$ cat src/verilog/irq_flag_consts.svh
/*
  Offsets, field positions, masks and reset values of the interrupt
  control and flag registers.
  Assumes a 32-bit APB with one register per aligned word.
*/
`ifndef IRQ_FLAG_CONSTS_SVH
`define IRQ_FLAG_CONSTS_SVH

// ****************************************************************
// Register byte offsets
// ****************************************************************
`define CTRL_TWO_ADDR     12'h000
`define FLAGS_ZERO_ADDR   12'h004
`define FLAGS_ONE_ADDR    12'h008

// ****************************************************************
// Fields and masks
// ****************************************************************
`define ALT_VEC_BIT       15
`define TIMED_DIS_BIT     14
`define EXT_POL_LSB       0
`define EXT_COUNT         3
`define CTRL_WR_MASK      16'h8007
`define FLAGS_ZERO_MASK   16'h7fef
`define FLAGS_ONE_MASK    16'he87f
`define REG_RESET         16'h0000
`define BUS_ZERO          32'h0000_0000

`endif

$ cat src/verilog/irq_flag_pkg.sv
/*
  Types and the byte-lane write helper shared by the interrupt
  flag block.
  Assumes nothing beyond a SystemVerilog compiler.
*/
package irq_flag_pkg;

  typedef logic [15:0] half_t;
  typedef logic [2:0]  ext_t;

  typedef enum logic [1:0] {
    SEL_CTRL,
    SEL_FLAGS0,
    SEL_FLAGS1,
    SEL_NONE
  } reg_sel_e;

  // Merge byte lanes of a write into a 16-bit register
  function automatic half_t lane_write(input half_t       old,
                                       input logic [31:0] wd,
                                       input logic [3:0]  strb,
                                       input half_t       mask);
    half_t v;
    v = old;
    if (strb[0]) begin
      v[7:0] = wd[7:0];
    end
    if (strb[1]) begin
      v[15:8] = wd[15:8];
    end
    return v & mask;
  endfunction

endpackage

$ cat src/verilog/ext_edge_if.sv
/*
  Interface between the register block and the external pin edge
  detector: polarity selects go out, edge pulses come back.
  Assumes both ends run on pclk.
*/
`timescale 1ns/1ps

interface ext_edge_if;
  irq_flag_pkg::ext_t polarity;
  irq_flag_pkg::ext_t edge_pulse;

  modport regs (output polarity, input edge_pulse);
  modport detect (input polarity, output edge_pulse);
endinterface

$ cat src/verilog/irq_flag_ctrl.sv
/*
  Interrupt control register two and flag registers zero and one,
  reached over APB, with external pin edge detection.
  Assumes request inputs are pclk-synchronous pulses or levels.
*/
// The APB register port and the address map were decided locally.
// Operation
// Vector select bit 15 picks alternate table when 1, standard when 0.
// Bit 14 reads 1 while timed interrupt disable is active.
// Polarity bit 1 selects falling edge, 0 rising, for inputs 0-2.
// Control bits 13 to 3 read zero.
// Flags zero: I2C master 14, I2C slave 13, memory 12, converter 11.
// Flags zero: serial tx 10, serial rx 9, SPI 8.
// Flags zero: timer three 7, timer two 6, timer one 3.
// Flags zero: compare two 5, compare one 2, capture one 1.
// Flags zero bit 0 is external 0; bits 15 and 4 read zero.
// Flags one: comparators three, two, one at bits 15, 14, 13.
// Flags one bit 11 is change notification.
// Flags one: pulse generators four to one at bits 6 to 3.
// Flags one bit 2 is special event match.
// Flags one bit 1 is external 2, bit 0 external 1.
// Flags one bits 12 and 10 to 7 read zero.
// Implemented flags show requests and are software read/write.
// All implemented bits are zero after reset.
// External inputs respond to edges, never to levels.
// Flags stay set until cleared; a new request beats a clear.
// Set flags drive their requests continuously.
`timescale 1ns/1ps
`include "irq_flag_consts.svh"

module irq_flag_ctrl (
  input  wire logic        pclk,
  input  wire logic        presetn,
  input  wire logic        psel,
  input  wire logic        penable,
  input  wire logic        pwrite,
  input  wire logic [11:0] paddr,
  input  wire logic [31:0] pwdata,
  input  wire logic [3:0]  pstrb,
  output logic [31:0]      prdata,
  output logic             pready,
  output logic             pslverr,
  input  wire logic [2:0]  ext_irq_pin,
  input  wire logic [15:0] flags0_src,
  input  wire logic [15:0] flags1_src,
  input  wire logic        timed_irq_disable_active,
  output logic             alt_vector_table_select,
  output logic [2:0]       ext_irq_edge_polarity,
  output logic [15:0]      flags0_irq,
  output logic [15:0]      flags1_irq
);

  // ****************************************************************
  // State
  // ****************************************************************
  irq_flag_pkg::half_t    ctrl_reg;
  irq_flag_pkg::half_t    ctrl_next;
  irq_flag_pkg::half_t    flags0_reg;
  irq_flag_pkg::half_t    flags0_next;
  irq_flag_pkg::half_t    flags1_reg;
  irq_flag_pkg::half_t    flags1_next;
  logic [31:0]            prdata_reg;
  logic [31:0]            prdata_next;
  irq_flag_pkg::half_t    set0;
  irq_flag_pkg::half_t    set1;
  irq_flag_pkg::half_t    ctrl_view;
  irq_flag_pkg::reg_sel_e sel;
  logic                   setup_phase;
  logic                   access_phase;
  logic                   wr_ctrl;
  logic                   wr_flags0;
  logic                   wr_flags1;

  ext_edge_if edge_bus ();

  ext_edge_detect u_edge (
    .pclk        (pclk),
    .presetn     (presetn),
    .ext_irq_pin (ext_irq_pin),
    .edge_bus    (edge_bus.detect)
  );

  // ****************************************************************
  // APB decode
  // ****************************************************************
  assign setup_phase  = psel & ~penable;
  assign access_phase = psel & penable;
  assign sel =
    (paddr == `CTRL_TWO_ADDR)   ? irq_flag_pkg::SEL_CTRL   :
    (paddr == `FLAGS_ZERO_ADDR) ? irq_flag_pkg::SEL_FLAGS0 :
    (paddr == `FLAGS_ONE_ADDR)  ? irq_flag_pkg::SEL_FLAGS1 :
                                  irq_flag_pkg::SEL_NONE;
  assign wr_ctrl   = access_phase & pwrite &
                     (sel == irq_flag_pkg::SEL_CTRL);
  assign wr_flags0 = access_phase & pwrite &
                     (sel == irq_flag_pkg::SEL_FLAGS0);
  assign wr_flags1 = access_phase & pwrite &
                     (sel == irq_flag_pkg::SEL_FLAGS1);
  assign pready  = 1'b1;
  assign pslverr = access_phase & (sel == irq_flag_pkg::SEL_NONE);

  // ****************************************************************
  // Control register two
  // ****************************************************************
  // Live status merged over stored bits, reserved field zero
  assign ctrl_view = ctrl_reg |
    {1'b0, timed_irq_disable_active, 14'h0000};
  assign ctrl_next = wr_ctrl ?
    irq_flag_pkg::lane_write(ctrl_reg, pwdata, pstrb, `CTRL_WR_MASK) :
    ctrl_reg;

  assign alt_vector_table_select = ctrl_reg[`ALT_VEC_BIT];
  assign ext_irq_edge_polarity =
    ctrl_reg[`EXT_POL_LSB +: `EXT_COUNT];
  assign edge_bus.polarity =
    ctrl_reg[`EXT_POL_LSB +: `EXT_COUNT];

  // ****************************************************************
  // Flag sources
  // ****************************************************************
  assign set0 = {1'b0,
                 flags0_src[14:11],
                 flags0_src[10:8],
                 flags0_src[7:6],
                 flags0_src[5],
                 1'b0,
                 flags0_src[3],
                 flags0_src[2:1],
                 edge_bus.edge_pulse[0]};
  assign set1 = {flags1_src[15:13],
                 1'b0,
                 flags1_src[11],
                 4'h0,
                 flags1_src[6:3],
                 flags1_src[2],
                 edge_bus.edge_pulse[2],
                 edge_bus.edge_pulse[1]};

  // Write replaces the flags, any request in the same cycle wins
  assign flags0_next = (wr_flags0 ?
    irq_flag_pkg::lane_write(flags0_reg, pwdata, pstrb,
                             `FLAGS_ZERO_MASK) :
    flags0_reg) | set0;
  assign flags1_next = (wr_flags1 ?
    irq_flag_pkg::lane_write(flags1_reg, pwdata, pstrb,
                             `FLAGS_ONE_MASK) :
    flags1_reg) | set1;

  assign flags0_irq = flags0_reg;
  assign flags1_irq = flags1_reg;

  // ****************************************************************
  // Read data, captured in the setup cycle
  // ****************************************************************
  assign prdata_next =
    !setup_phase                       ? prdata_reg :
    (sel == irq_flag_pkg::SEL_CTRL)   ? {16'h0000, ctrl_view} :
    (sel == irq_flag_pkg::SEL_FLAGS0) ? {16'h0000, flags0_reg} :
    (sel == irq_flag_pkg::SEL_FLAGS1) ? {16'h0000, flags1_reg} :
                                        `BUS_ZERO;
  assign prdata = prdata_reg;

  always_ff @(posedge pclk or negedge presetn) begin
    if (!presetn) begin
      ctrl_reg   <= `REG_RESET;
      flags0_reg <= `REG_RESET;
      flags1_reg <= `REG_RESET;
      prdata_reg <= `BUS_ZERO;
    end else begin
      ctrl_reg   <= ctrl_next;
      flags0_reg <= flags0_next;
      flags1_reg <= flags1_next;
      prdata_reg <= prdata_next;
    end
  end
endmodule

$ cat src/verilog/ext_edge_detect.sv
/*
  Synchronises the three external interrupt pins and reports one
  pulse per edge of the selected direction.
  Assumes pins are asynchronous to pclk.
*/
`timescale 1ns/1ps

module ext_edge_detect (
  input  wire logic        pclk,
  input  wire logic        presetn,
  input  wire logic [2:0]  ext_irq_pin,
  ext_edge_if.detect       edge_bus
);

  logic [2:0] meta_reg;
  logic [2:0] sync_reg;
  logic [2:0] last_reg;
  logic [2:0] rise;
  logic [2:0] fall;

  always_ff @(posedge pclk or negedge presetn) begin
    if (!presetn) begin
      meta_reg <= 3'h0;
      sync_reg <= 3'h0;
      last_reg <= 3'h0;
    end else begin
      meta_reg <= ext_irq_pin;
      sync_reg <= meta_reg;
      last_reg <= sync_reg;
    end
  end

  // Transitions only, never levels
  assign rise = sync_reg & ~last_reg;
  assign fall = ~sync_reg & last_reg;
  // Polarity 1 picks the falling edge
  assign edge_bus.edge_pulse =
    (edge_bus.polarity & fall) | (~edge_bus.polarity & rise);
endmodule

$ cat config.mk
export PLATFORM = sky130hd
export DESIGN_NAME = irq_flag_ctrl
export DESIGN_NICKNAME = d
export VERILOG_FILES = /design/src/verilog/irq_flag_pkg.sv /design/src/verilog/ext_edge_if.sv /design/src/verilog/irq_flag_ctrl.sv /design/src/verilog/ext_edge_detect.sv
export VERILOG_INCLUDE_DIRS = /design/src /design/src/verilog
export SDC_FILE = /design/constraint.sdc
export NUM_CORES = 1
export LEC_CHECK = 0
export BUFFER_PORTS_ARGS = -buffer_cell sky130_fd_sc_hd__buf_4
export CAP_MARGIN = 40
export CORE_MARGIN = 2
export CORE_UTILIZATION = 43
export CTS_CLUSTER_SIZE = 25
export DETAILED_ROUTE_END_ITERATION = 8
export PLACE_DENSITY = 0.81
export SLEW_MARGIN = 20
export SYNTH_ARGS = -nofsm -noshare
export SYNTH_HDL_FRONTEND = slang
export SYNTH_HIERARCHICAL = 1
export SYNTH_SLANG_ARGS = --single-unit
$ cat constraint.sdc
create_clock -name pclk -period 3.1 [get_ports pclk]
set_input_delay 0.465 -clock pclk [delete_from_list [all_inputs] [get_ports pclk]]
set_output_delay 0.465 -clock pclk [all_outputs]
set_load 0.05 [all_outputs]
* After elaboration in Yosys (flattened, before gate mapping)
Index checks and enable logic that the tools add are counted.
Storage, ports and cells: flip-flop bits (word level) 77
Cells by class: bitwise operators 19, eq/ne operators 5, reductions and logical operators 4, multiplexer cells 12
Operators by type and width (count):
- two-way mux 16 bit | 5
- bitwise OR 16 x 15 -> 16 bit | 2
- two-way mux 8 bit | 2
- bitwise OR 16 bit | 1
- two-way mux 7 bit | 2
- AND 3 bit | 4
- equality test 12 x 3 -> 1 bit (second input constant) | 1
- equality test 12 x 4 -> 1 bit (second input constant) | 1
- zero test 12 bit | 1
- NOT 3 bit | 3
- AND 1 bit | 7
- equality test 2 bit (second input constant) | 2
- two-way mux 2 bit | 2
- AND reduction 2 bit | 2
- bitwise OR 3 bit | 1
- equality test 2 x 1 -> 1 bit (second input constant) | 1
- zero test 2 bit | 1
- two-way mux 1 bit | 1
- NOT 1 bit | 1

* Logic depth before layout (Yosys ltp)
Gate-level depths: netlist of run 1.
depth in word-level cells 8, gate-level depth with buffers 6, gate-level depth less buffers 4

* Cells and area by module
Netlist of run 1, hierarchy kept.
Modules (own cells, without submodules):
- irq_flag_ctrl | cells each 233, instances 1, seq. area each 1126.1 µm², area each 2367.3 µm²
- ext_edge_detect | cells each 18, instances 1, seq. area each 225.2 µm², area each 292.8 µm²

* Worst setup path after synthesis of run 1
No wires, ideal clock.
path type input -> register, start in paddr[5], end reg flags0_reg[11] (netlist: flags0_irq[11]), buffers on the path 1, arrival 1952 ps, slack 1026 ps, setup time 122 ps, data required time 2978 ps, stages on the path 5, cells stage by stage or4_4 > buf_6 > nor4_4 > mux2i_1 > nand2b_1
Between the ends: cells in the longest elaborated chain, start to end 8, elaborated cells between the ends (all ways) 10, classes of those cells eq/ne: 3; mux: 4; bitwise: 2; reduce/logical: 1
Ends and longest elaborated chain:
- start, declared | line irq_flag_ctrl.sv:37 | input wire logic [11:0] paddr,
- equality test 12 x 4 -> 1 bit (no line)
- two-way mux 1 bit | line irq_flag_ctrl.sv:91 | (paddr == `FLAGS_ONE_ADDR) ? irq_flag_pkg::SEL_FLAGS1 :
- two-way mux 2 bit | line irq_flag_ctrl.sv:90 | (paddr == `FLAGS_ZERO_ADDR) ? irq_flag_pkg::SEL_FLAGS0 :
- two-way mux 2 bit * | line irq_flag_ctrl.sv:89 | (paddr == `CTRL_TWO_ADDR) ? irq_flag_pkg::SEL_CTRL :
- equality test 2 x 1 -> 1 bit * | line irq_flag_ctrl.sv:96 | (sel == irq_flag_pkg::SEL_FLAGS0);
- AND 1 bit * | line irq_flag_ctrl.sv:95 | assign wr_flags0 = access_phase & pwrite &
- two-way mux 16 bit * | line irq_flag_ctrl.sv:140 | assign flags0_next = (wr_flags0 ?
- bitwise OR 16 x 15 -> 16 bit * | line irq_flag_ctrl.sv:140
- named net flags0_next[11] | line irq_flag_ctrl.sv:59 | irq_flag_pkg::half_t flags0_next;
- end signal, assigned | line irq_flag_ctrl.sv:166 | flags0_reg <= `REG_RESET;
- end signal, assigned | line irq_flag_ctrl.sv:171 | flags0_reg <= flags0_next;
- end, declared | line irq_flag_ctrl.sv:58 | irq_flag_pkg::half_t flags0_reg;
Mark *: on every way through the listed nets, which the timed path passes. The rest lies on a longest branch. A chain may end at the register's enable or synchronous reset.

* Worst setup path after layout of run 1
start in paddr[1], end out pslverr
Between the ends: cells in the longest elaborated chain, start to end 6, elaborated cells between the ends (all ways) 8, classes of those cells eq/ne: 3; mux: 3; bitwise: 1; reduce/logical: 1
Ends and longest elaborated chain:
- equality test 12 x 4 -> 1 bit (no line)
- two-way mux 1 bit | line irq_flag_ctrl.sv:91
- two-way mux 2 bit | line irq_flag_ctrl.sv:90
- two-way mux 2 bit * | line irq_flag_ctrl.sv:89
- equality test 2 bit * | line irq_flag_ctrl.sv:100 | assign pslverr = access_phase & (sel == irq_flag_pkg::SEL_NONE);
- AND 1 bit * | line irq_flag_ctrl.sv:100
- end, declared | line irq_flag_ctrl.sv:42 | output logic pslverr,
Every way passes the cells marked *; elsewhere a longest branch is shown, timed or not.

==> results of run 1 <==
==> cells by family (layout without fill, tap and decap cells) <==
| kind of cell | Yosys count | after routing | synth area share (%) |
|---|---|---|---|
| AND/OR/NAND/NOR | 100 | 100 | 21.4 |
| flip-flops | 54 | 54 | 50.8 |
| buffers and inverters | 36 | 121 | 8.80 |
| multiplexers | 30 | 30 | 11.5 |
| AO/OA/AOI/OAI | 29 | 29 | 7.24 |
| other | 2 | 24 | 0.282 |
==> critical path, stage by stage <==
cell and delay (ns):
buf_4 0.11, nor4_1 0.50, and3_1 0.31, a21oi_1 0.09
buf_4 0.19
==> final cells by class <==
type | instances | area (um^2) | area share, %
Tap cell | 75 | 93.8 | 2.67
Multi-Input combinational cell | 183 | 1160 | 32.9
Inverter | 5 | 18.8 | 0.534
Sequential cell | 54 | 1350 | 38.4
Timing Repair Buffer | 109 | 818 | 23.3
Clock buffer | 7 | 76.3 | 2.17
==> power by group through the flow <==
stage               sequential (mW)  combinational (mW)  clock, mW
global placement              0.727               0.185          0
finish                        0.713               0.188      0.366
CTS                           0.713               0.189      0.375
global route                  0.714               0.205      0.401
detailed placement            0.727               0.189          0
floorplan                     0.727               0.125          0
==> layout by cell type, fill, tap and decap left out, types with 2 or more instances in the layout <==
cell and n:
nor2b_1 3, nor4_4 3, o21ai_2 2, mux2_2 4, buf_4 109, conb_1 24, inv_1 5, nand2b_1 26
nand4_1 3, a22oi_1 5, or4_4 2, nor4_1 2, clkbuf_8 5, clkbuf_1 2, nor2_1 23, nand2_1 25
nand3_1 5, or3_2 2, dfrtp_1 54, o21ai_0 15, o41ai_1 3, mux2i_1 26, nand3b_1 2
==> metrics by stage <==
step	worst slack [ns]	hold slack, ns	utilization (%)	std cells
detailed placement	0.626	0.341	57.8	426
CTS	0.933	0.224	59.0	433
global route	0.880	0.254	59.0	433
floorplan	1.03	0.169	-	273
finish	0.955	0.204	59.0	433
global placement	0.684	0.333	57.8	426
==> layer usage <==
metal  GRT usage, %  share of wire, %  vias to the layer above
li1               -                 -                     1023
met2           34.5                50                       91
met1           25.6                42                     1035
met4           5.41               1.2                        0
met5              0                 0                        -
met3           4.02               7.2                        9
==> path summary, 6_finish.rpt <==
path / startpoint / to / slack (ns) / cells after the start
worst max-delay path: paddr[1] / pslverr / 0.95 / 5
worst min-delay path: presetn / flags0_irq[0] / 0.20 / 1
worst max register to register: flags0_irq[5] / prdata[5] / 1.99 / 3
worst min register to register: u_edge/meta_reg[0] / u_edge/sync_reg[0] / 0.36 / 0
max in group asynchronous: presetn / ctrl_reg[1] / 2.44 / 1
min in group pclk: ext_irq_pin[1] / u_edge/meta_reg[1] / 0.27 / 1
==> summary.txt, run 1 <==
Floorplanning
  • Die height: 82.7 um
  • Width of the die: 82.7 um
  • # IOs: 159
  • Row count: 28
  • Die area: 6830 um^2
  • Core area: 5960 um^2
  • Starting Density: 44.7%

Final layout
  • Layout cells sized above 1: 36.0%
  • Ant diodes: 0
  • Final non-filler cell area: 3520 um^2
  • Area delta synth->final: 32.2%
  • Final #Nets: 447
  • Filler cell count: 532
  • Number of flip-flops in the largest register: 16

Global route
  • Vias in the first global route: 2075
  • Largest net degree at the start of global routing: 55
  • Global-route wire length before repair: 10.1 mm
  • Antenna violations before repair: 0
  • Tot GR Track Use: 20.0%
  • GR Overflow Total: 0

Setup path
  • Critical path endpoint category: output port
  • Critical Path Start Type: input port
  • Data required, critical path: 2.63 ns
  • Critical path type: input port to output port
  • CP Max Fanout: 4
  • Arr. time, crit path: 1.68 ns

Place
  • Placed Area: 3440 um^2
  • GPL Wtd Cong: 0.693
  • IO buf count: 106
  • Post-DP HPWL: 4.95 mm

Synth
  • Post-synth top area share: 50.8%
  • Number of synthesized flops with an enable pin: 0
  • Most common cell in the netlist: dfrtp_1
  • Commonest cells in the netlist: dfrtp_1 (54), mux2i_1 (26), nand2b_1 (26), nand2_1 (25), buf_4 (24)
  • Syn_area_per_cell: 10.6 um^2
  • Sequential fraction of the synthesis area: 50.8%
  • Synth Instances: 251
  • Yosys reg bits: 54
  • Top_reg_cell synth: dfrtp_1
  • Yosys warnings: 6
  • Asr flop ratio synth: 100%
  • Mapped Area: 2660 um^2
  • Top cells by area, synth: dfrtp_1 (51%), mux2i_1 (9.8%), buf_4 (6.8%), nand2b_1 (6.1%), nand2_1 (3.5%)
  • Distinct cells, synth: 32
  • Cell taking the most area after synthesis: dfrtp_1

Pwr
  • P_int: 0.932 mW
  • Pleak: 1.67 nW
  • Clock network power share: 28.9%
  • Power Total: 1.27 mW
  • Maximum VDD drop: 182 uV
  • Net Switching: 0.335 mW
  • Comb power frac: 14.8%
  • Pwr Density: 360 nW/um^2
  • Sequential share of power: 56.3%
  • Sw Ratio: 26.4%

Route
  • Routed WL: 6.48 mm
  • Residual DRC count: 0
  • Initial DRT Pass Iterations: 4
  • Antenna Nets Post-Route: 0
  • Via count: 2158
  • Vias/cell: 4.98
  • Initial DRC Count: 82
  • Routed WL per cell: 15.0 um

STA
  • Final Hold Fails: 0
  • RSZ-0062 raised after global routing: false
  • Final critical-path share of the clock period: 69.2%
  • Tightest Pin Transition: 0.773 ns
  • Relative slew slack: 48.1%
  • Final min period: 2.15 ns
  • Clock Skews: 0.00788 ns
  • F_max: 0.466 GHz
  • Final setup vio count: 0
  • Setup TNS: 0 ns
  • Final Max Tran Viols: 0

Clocking
  • Post-cts resize count: 0
  • CTS Hold Buffers Added: 0
  • CTS HTree Levels: 2
  • CTS Root Cell: clkbuf_8
  • Clk pin slew, worst setup/hold paths: 0.08 ns
  • Postcts setup bufs: 0
  • TritonCTS clock tree: done
  • Clk sinks: 54
  • CTS max path bufs: 2
  • TritonCTS buffer count: 5
  • Clock latency on the worst-skew pair: 0.30 ns

Job
  • Max_cap viols: 0

Status
  • Status: completed

Worst hold path
  • Worst Hold Class: input port to asynchronous set/reset pin
(Power assumes the default switching activity.)
==> run 2: changes to the inputs <==
- clock period: 3.1 -> 2 ns (I/O delays scaled with it)
==> run 2 against run 1 <==
Against the previous run: clock skew shrank 0.0052 ns; worst hold slack lost 0.17 ns; sequential share of layout area shrank 1.4 points; critical endpoint unchanged.
==> summary.txt, run 2 (same netlist as run 1, synthesis figures left out) <==
Status
  • Status: completed

Route
  • Routed WL per cell: 14.5 um (-2.8%)
  • Residual DRC count: 0 (unchanged)
  • Initial DRC Count: 82 (unchanged)
  • Vias/cell: 4.94 (-0.93%)
  • Via count: 2207 (+2.3%)
  • Antenna Nets Post-Route: 0 (unchanged)
  • Initial DRT Pass Iterations: 4 (unchanged)
  • Routed WL: 6.50 mm (+0.32%)

Place
  • Dpl ws: -0.0164 ns (-0.643 ns)
  • Post-DP HPWL: 5.00 mm (+1.1%)
  • GPL Wtd Cong: 0.727 (+4.9%)
  • Placed instance count: 439 (+3.1%)
  • IO buf count: 106 (unchanged)

Pwr
  • Maximum VDD drop: 323 uV (+78%)
  • Pwr Density: 582 nW/um^2 (+61%)
  • Pleak: 1.75 nW (+5.2%)

Setup path
  • Data required, critical path: 1.70 ns (-0.93 ns)
  • Worst-path cell chain: buf_4, nor4_1, buf_4, and3_1, a21oi_1, buf_4
  • Worst reg2reg endpoint: prdata[11]
  • Critical Path Start Type: input port
  • Worst Path Buf+Inv: 3 (+1)
  • Crit path largest cell delay: 0.37 ns (-0.13 ns)
  • Crit-path slowest cell: nor4_1
  • R2R depth: 3 (unchanged)
  • Launching point of the worst reg2reg path: flags0_irq[11]
  • CP Max Fanout: 3 (-1)
  • Critical path type: input port to output port
  • Critical path endpoint category: output port
  • R2r setup slk: 0.87 ns (-1.12 ns)
  • Critical path's most frequent cell: buf_4
  • Arr. time, crit path: 1.44 ns (-0.24 ns)
  • CP top delay family: simple AND/OR/NAND/NOR gates

Floorplanning
  • Die area: 6830 um^2 (unchanged)
  • Starting Density: 44.7% (unchanged)
  • Core area: 5960 um^2 (unchanged)
  • Row count: 28 (unchanged)
  • # IOs: 159 (unchanged)
  • Die height: 82.7 um (unchanged)
  • Width of the die: 82.7 um (unchanged)

STA
  • Final setup vio count: 0 (unchanged)
  • Clock Skews: 0.00268 ns (-0.00520 ns)
  • Tightest Pin Transition: 0.721 ns (-0.0522 ns)
  • Final critical-path share of the clock period: 87.2%
  • Final Max Tran Viols: 0 (unchanged)
  • Final min period: 1.74 ns
  • Final Hold Fails: 0 (unchanged)
  • Relative slew slack: 52.0% (+3.9 points)
  • Fin worst setup slack: 0.256 ns (-0.699 ns)
  • RSZ-0062 raised after global routing: false
  • F_max: 0.573 GHz

Clocking
  • CTS HTree Levels: 2 (unchanged)
  • TritonCTS buffer count: 5 (unchanged)
  • CTS Hold Buffers Added: 0 (unchanged)
  • Clk pin slew, worst setup/hold paths: 0.09 ns (about the same)
  • Post-cts resize count: 0 (unchanged)
  • CTS max path bufs: 2 (unchanged)
  • TritonCTS clock tree: done
  • Postcts setup bufs: 0 (unchanged)
  • CTS Root Cell: clkbuf_8
  • Clk sinks: 54 (unchanged)
  • Clock latency on the worst-skew pair: 0.30 ns (about the same)

Job
  • Max_cap viols: 0 (unchanged)

Worst hold path
  • Worst Hold Class: input port to asynchronous set/reset pin

Global route
  • Antenna violations before repair: 0 (unchanged)
  • Global-route wire length before repair: 10.2 mm (+0.48%)
  • Vias in the first global route: 2111 (+1.7%)
  • Tot GR Track Use: 20.3% (+0.28 points)
  • Largest net degree at the start of global routing: 55 (unchanged)
  • GR Overflow Total: 0 (unchanged)

Final layout
  • Layout cells sized above 1: 39.0% (+2.9 points)
  • Ant diodes: 0 (unchanged)
  • Most frequent cells in the layout: buf_4 (122), dfrtp_1 (54), mux2i_1 (26), nand2b_1 (26), nand2_1 (25)
  • Number of flip-flops in the largest register: 16 (unchanged)
  • Area delta synth->final: 37.1%
  • Finished Layout Cells: 447 (+3.2%)
  • Most common cell after layout, fill and taps aside: buf_4
  • Final #Nets: 460 (+2.9%)
## run 2: cell count changes in the layout (fill, tap and decap cells not counted), sizes merged
cell	previous run	this run
bufinv	0	1
buf	109	122
clkinv	0	2
clkbuf	7	5
## run 2: worst register-to-register path: cells and delay by family (launching register included)
family             cells  cell delay (ns)
and+or+nand+nor        1             0.42
DFF                    1             0.38
AOI/OAI and AO/OA      2             0.26
## run 2: through the flow
stage	power (mW)	util [%]	hold WS (ns)	area, um^2	setup TNS [ns]
6_report	2.12	61.2	0.0309	3650	0
2_1_floorplan	1.32	-	0.00441	2740	0
4_1_cts	2.14	61.2	0.0579	3650	0
5_1_grt	2.22	61.2	0.0740	3650	0
3_3_place_gp	1.42	59.4	0.332	3540	0
3_5_place_dp	1.43	59.4	0.342	3540	-0.0164
## run 2: layout make-up
| type | instances | area [um^2] |
|---|---|---|
| Inverter | 5 | 18.8 |
| Multi-Input combinational cell | 183 | 1160 |
| Timing Repair Buffer | 122 | 916 |
| Fill cell | 508 | 2310 |
| Clock buffer | 5 | 68.8 |
| Tap cell | 75 | 93.8 |
| Clock inverter | 3 | 40.0 |
| Sequential cell | 54 | 1350 |
## run 2: how the worst max path moves through the flow
stage,start,to,slack [ns],depth (start not counted)
global placement,paddr[5],flags0_irq[1],0.04,6
finish,paddr[5],pslverr,0.26,6
detailed placement,paddr[5],flags0_irq[2],-0.02,6
CTS,paddr[5],pslverr,0.23,6
global route,paddr[5],pslverr,0.11,6
floorplan,paddr[5],flags0_irq[11],0.09,5
## run 2: power breakdown
group / leakage (nW) / switching (mW) / internal (mW)
Sequential: 0.603 / 0.00493 / 1.10
Combinational: 1.09 / 0.191 / 0.109
Clock: 0.0579 / 0.347 / 0.369
## run 2: routing by layer
layer / vias up / GRT usage (%) / part of all wire [%]
met5: - / 0 / 0
met4: 0 / 5.08 / 0.32
met3: 2 / 5.43 / 9.1
met2: 96 / 33.1 / 50
met1: 1058 / 27.0 / 41
li1: 1051 / - / -
==> run 3: changes to the inputs <==
- CELL_PAD_IN_SITES_DETAIL_PLACEMENT: unset -> 0
- CELL_PAD_IN_SITES_GLOBAL_PLACEMENT: unset -> 1
- CORE_UTILIZATION: 43 -> 31
- PLACE_DENSITY: 0.81 -> 0.8
==> run 3 against run 2 <==
Against the previous run: global-route usage shrank 6.0 points; sequential cell count is the same; worst setup slack worse by 0.051 ns; non-clock buffer count grew 2; total power up 7.8%; largest cell class unchanged; sequential share of layout area down 0.86 points; clock-buffer cell count rose by 1; combinational power hardly changed.
==> summary.txt, run 3 (same netlist as run 1, synthesis figures left out) <==
Route
  • Routed WL: 6.74 mm (+3.7%)
  • Vias/cell: 4.47 (-9.4%)
  • Via count: 2142 (-2.9%)
  • Initial DRC Count: 46 (-44%)
  • Routed WL per cell: 14.1 um (-3.2%)
  • Residual DRC count: 0 (unchanged)
  • Initial DRT Pass Iterations: 6 (+2)
  • Antenna Nets Post-Route: 0 (unchanged)

Global route
  • M1 GR Usage: 19.9% (-7.1 points)
  • Most used routing layer: met2
  • GR Overflow Total: 0 (unchanged)
  • Largest net degree at the start of global routing: 55 (unchanged)
  • Tot GR Track Use: 14.3% (-6.0 points)
  • Global-route wire length before repair: 10.8 mm (+5.7%)
  • Met3 usage: 3.11% (-2.3 points)
  • Antenna violations before repair: 0 (unchanged)
  • M2 GR Usage: 23.2% (-9.8 points)
  • Vias in the first global route: 2110 (-0.047%)

Final layout
  • Number of flip-flops in the largest register: 16 (unchanged)
  • Ant diodes: 0 (unchanged)
  • Finished Layout Cells: 479 (+7.2%)
  • Area delta synth->final: 40.3%
  • Most common cell after layout, fill and taps aside: buf_4
  • Layout cells sized above 1: 39.3% (+0.33 points)
  • Final #Nets: 462 (+0.43%)
  • Most frequent cells in the layout: buf_4 (124), dfrtp_1 (54), mux2i_1 (26), nand2b_1 (26), nand2_1 (25)

Floorplanning
  • Die height: 96.6 um (+17%)
  • Die area: 9340 um^2 (+37%)
  • # IOs: 159 (unchanged)
  • Width of the die: 96.6 um (+17%)
  • Row count: 33 (+18%)
  • Core area: 8260 um^2 (+39%)
  • Starting Density: 32.2% (-12 points)

Setup path
  • Data required, critical path: 1.70 ns (about the same)
  • R2R depth: 3 (unchanged)
  • Critical path endpoint category: output port
  • Setup crit start: paddr[5]
  • Arr. time, crit path: 1.50 ns (+0.06 ns)
  • Worst reg2reg endpoint: prdata[11]
  • CP Max Fanout: 3 (unchanged)
  • Critical Path Start Type: input port
  • Launching point of the worst reg2reg path: flags0_irq[11]
  • CP endpoint: pslverr
  • Critical path type: input port to output port
  • R2r setup slk: 0.91 ns (+0.04 ns)

Clocking
  • CTS HTree Levels: 2 (unchanged)
  • CTS Root Cell: clkbuf_8
  • CTS max path bufs: 2 (unchanged)
  • Clk sinks: 54 (unchanged)
  • TritonCTS buffer count: 5 (unchanged)
  • TritonCTS clock tree: done
  • Post-cts resize count: 0 (unchanged)
  • Clock latency on the worst-skew pair: 0.30 ns (about the same)
  • CTS Hold Buffers Added: 0 (unchanged)
  • Clk pin slew, worst setup/hold paths: 0.10 ns (about the same)
  • Postcts setup bufs: 0 (unchanged)

STA
  • Final min period: 1.80 ns (+0.0508 ns)
  • Final setup vio count: 0 (unchanged)
  • WHS: 0.0256 ns (-0.00536 ns)
  • Tightest Pin Transition: 0.733 ns (+0.0125 ns)
  • Final critical-path share of the clock period: 89.8% (+2.5 points)
  • Clock Skews: 0.00798 ns (+0.00530 ns)
  • Setup TNS: 0 ns (unchanged)
  • Fin worst setup slack: 0.205 ns (-0.0508 ns)
  • Final Max Tran Viols: 0 (unchanged)
  • Relative slew slack: 51.1% (-0.83 points)
  • Final Hold Fails: 0 (unchanged)
  • RSZ-0062 raised after global routing: false
  • F_max: 0.557 GHz (-2.8%)

Job
  • Max_cap viols: 0 (unchanged)

Pwr
  • Pwr Density: 613 nW/um^2 (+5.3%)
  • Maximum VDD drop: 420 uV (+30%)
  • Pleak: 1.78 nW (+1.4%)

Place
  • Dpl ws: 0.0236 ns (+0.0400 ns)
  • IO buf count: 106 (unchanged)
  • Post-DP HPWL: 5.34 mm (+6.8%)
  • Placed instance count: 471 (+7.3%)
  • GPL Wtd Cong: 0.752 (+3.4%)

Worst hold path
  • Worst Hold Class: input port to asynchronous set/reset pin

Status
  • Status: completed
run 3: cell types whose count changed in the layout (fill, tap and decap cells not counted), sizes merged:
cell    previous run  this run
clkbuf             5         6
bufinv             1         2
clkinv             2         0
buf              122       124
run 3: worst min-delay path by stage:
stage	endpoint	start
global placement	u_edge/sync_reg[0]	u_edge/meta_reg[0]
finish	u_edge/last_reg[0]	presetn
CTS	u_edge/last_reg[0]	presetn
floorplan	ctrl_reg[0]	presetn
global route	u_edge/meta_reg[0]	ext_irq_pin[0]
detailed placement	u_edge/sync_reg[2]	u_edge/meta_reg[2]
run 3: worst max-delay path, stage by stage:
cell and delay, ns:
buf_4 0.11, nor4_1 0.38, buf_4 0.19, and3_1 0.20, a21oi_1 0.11, buf_4 0.20
run 3: final cells by class:
type | instances | area, um^2
Fill cell | 817 | 4530
Timing Repair Buffer | 124 | 931
Sequential cell | 54 | 1350
Tap cell | 105 | 131
Inverter | 5 | 18.8
Multi-Input combinational cell | 183 | 1160
Clock inverter | 2 | 60.1
Clock buffer | 6 | 82.6
run 3: power breakdown:
group          switching (mW)  internal (mW)
sequential            0.00504           1.10
clock                   0.347          0.534
combinational           0.191          0.110
total                   0.542           1.74
run 3: layer usage:
metal / routed length [um] / vias to the layer above
met5: 0 / -
met4: 45 / 0
met3: 369 / 4
met2: 3280 / 75
met1: 3050 / 1013
li1: - / 1050
run 3: stage by stage:
stage               area (um^2)  total power, mW  util, %
finish                     3730             2.29     45.2
global route               3730             2.38     45.2
CTS                        3730             2.33     45.2
detailed placement         3590             1.43     43.5
global placement           3590             1.43     43.5
floorplan                  2740             1.32        -
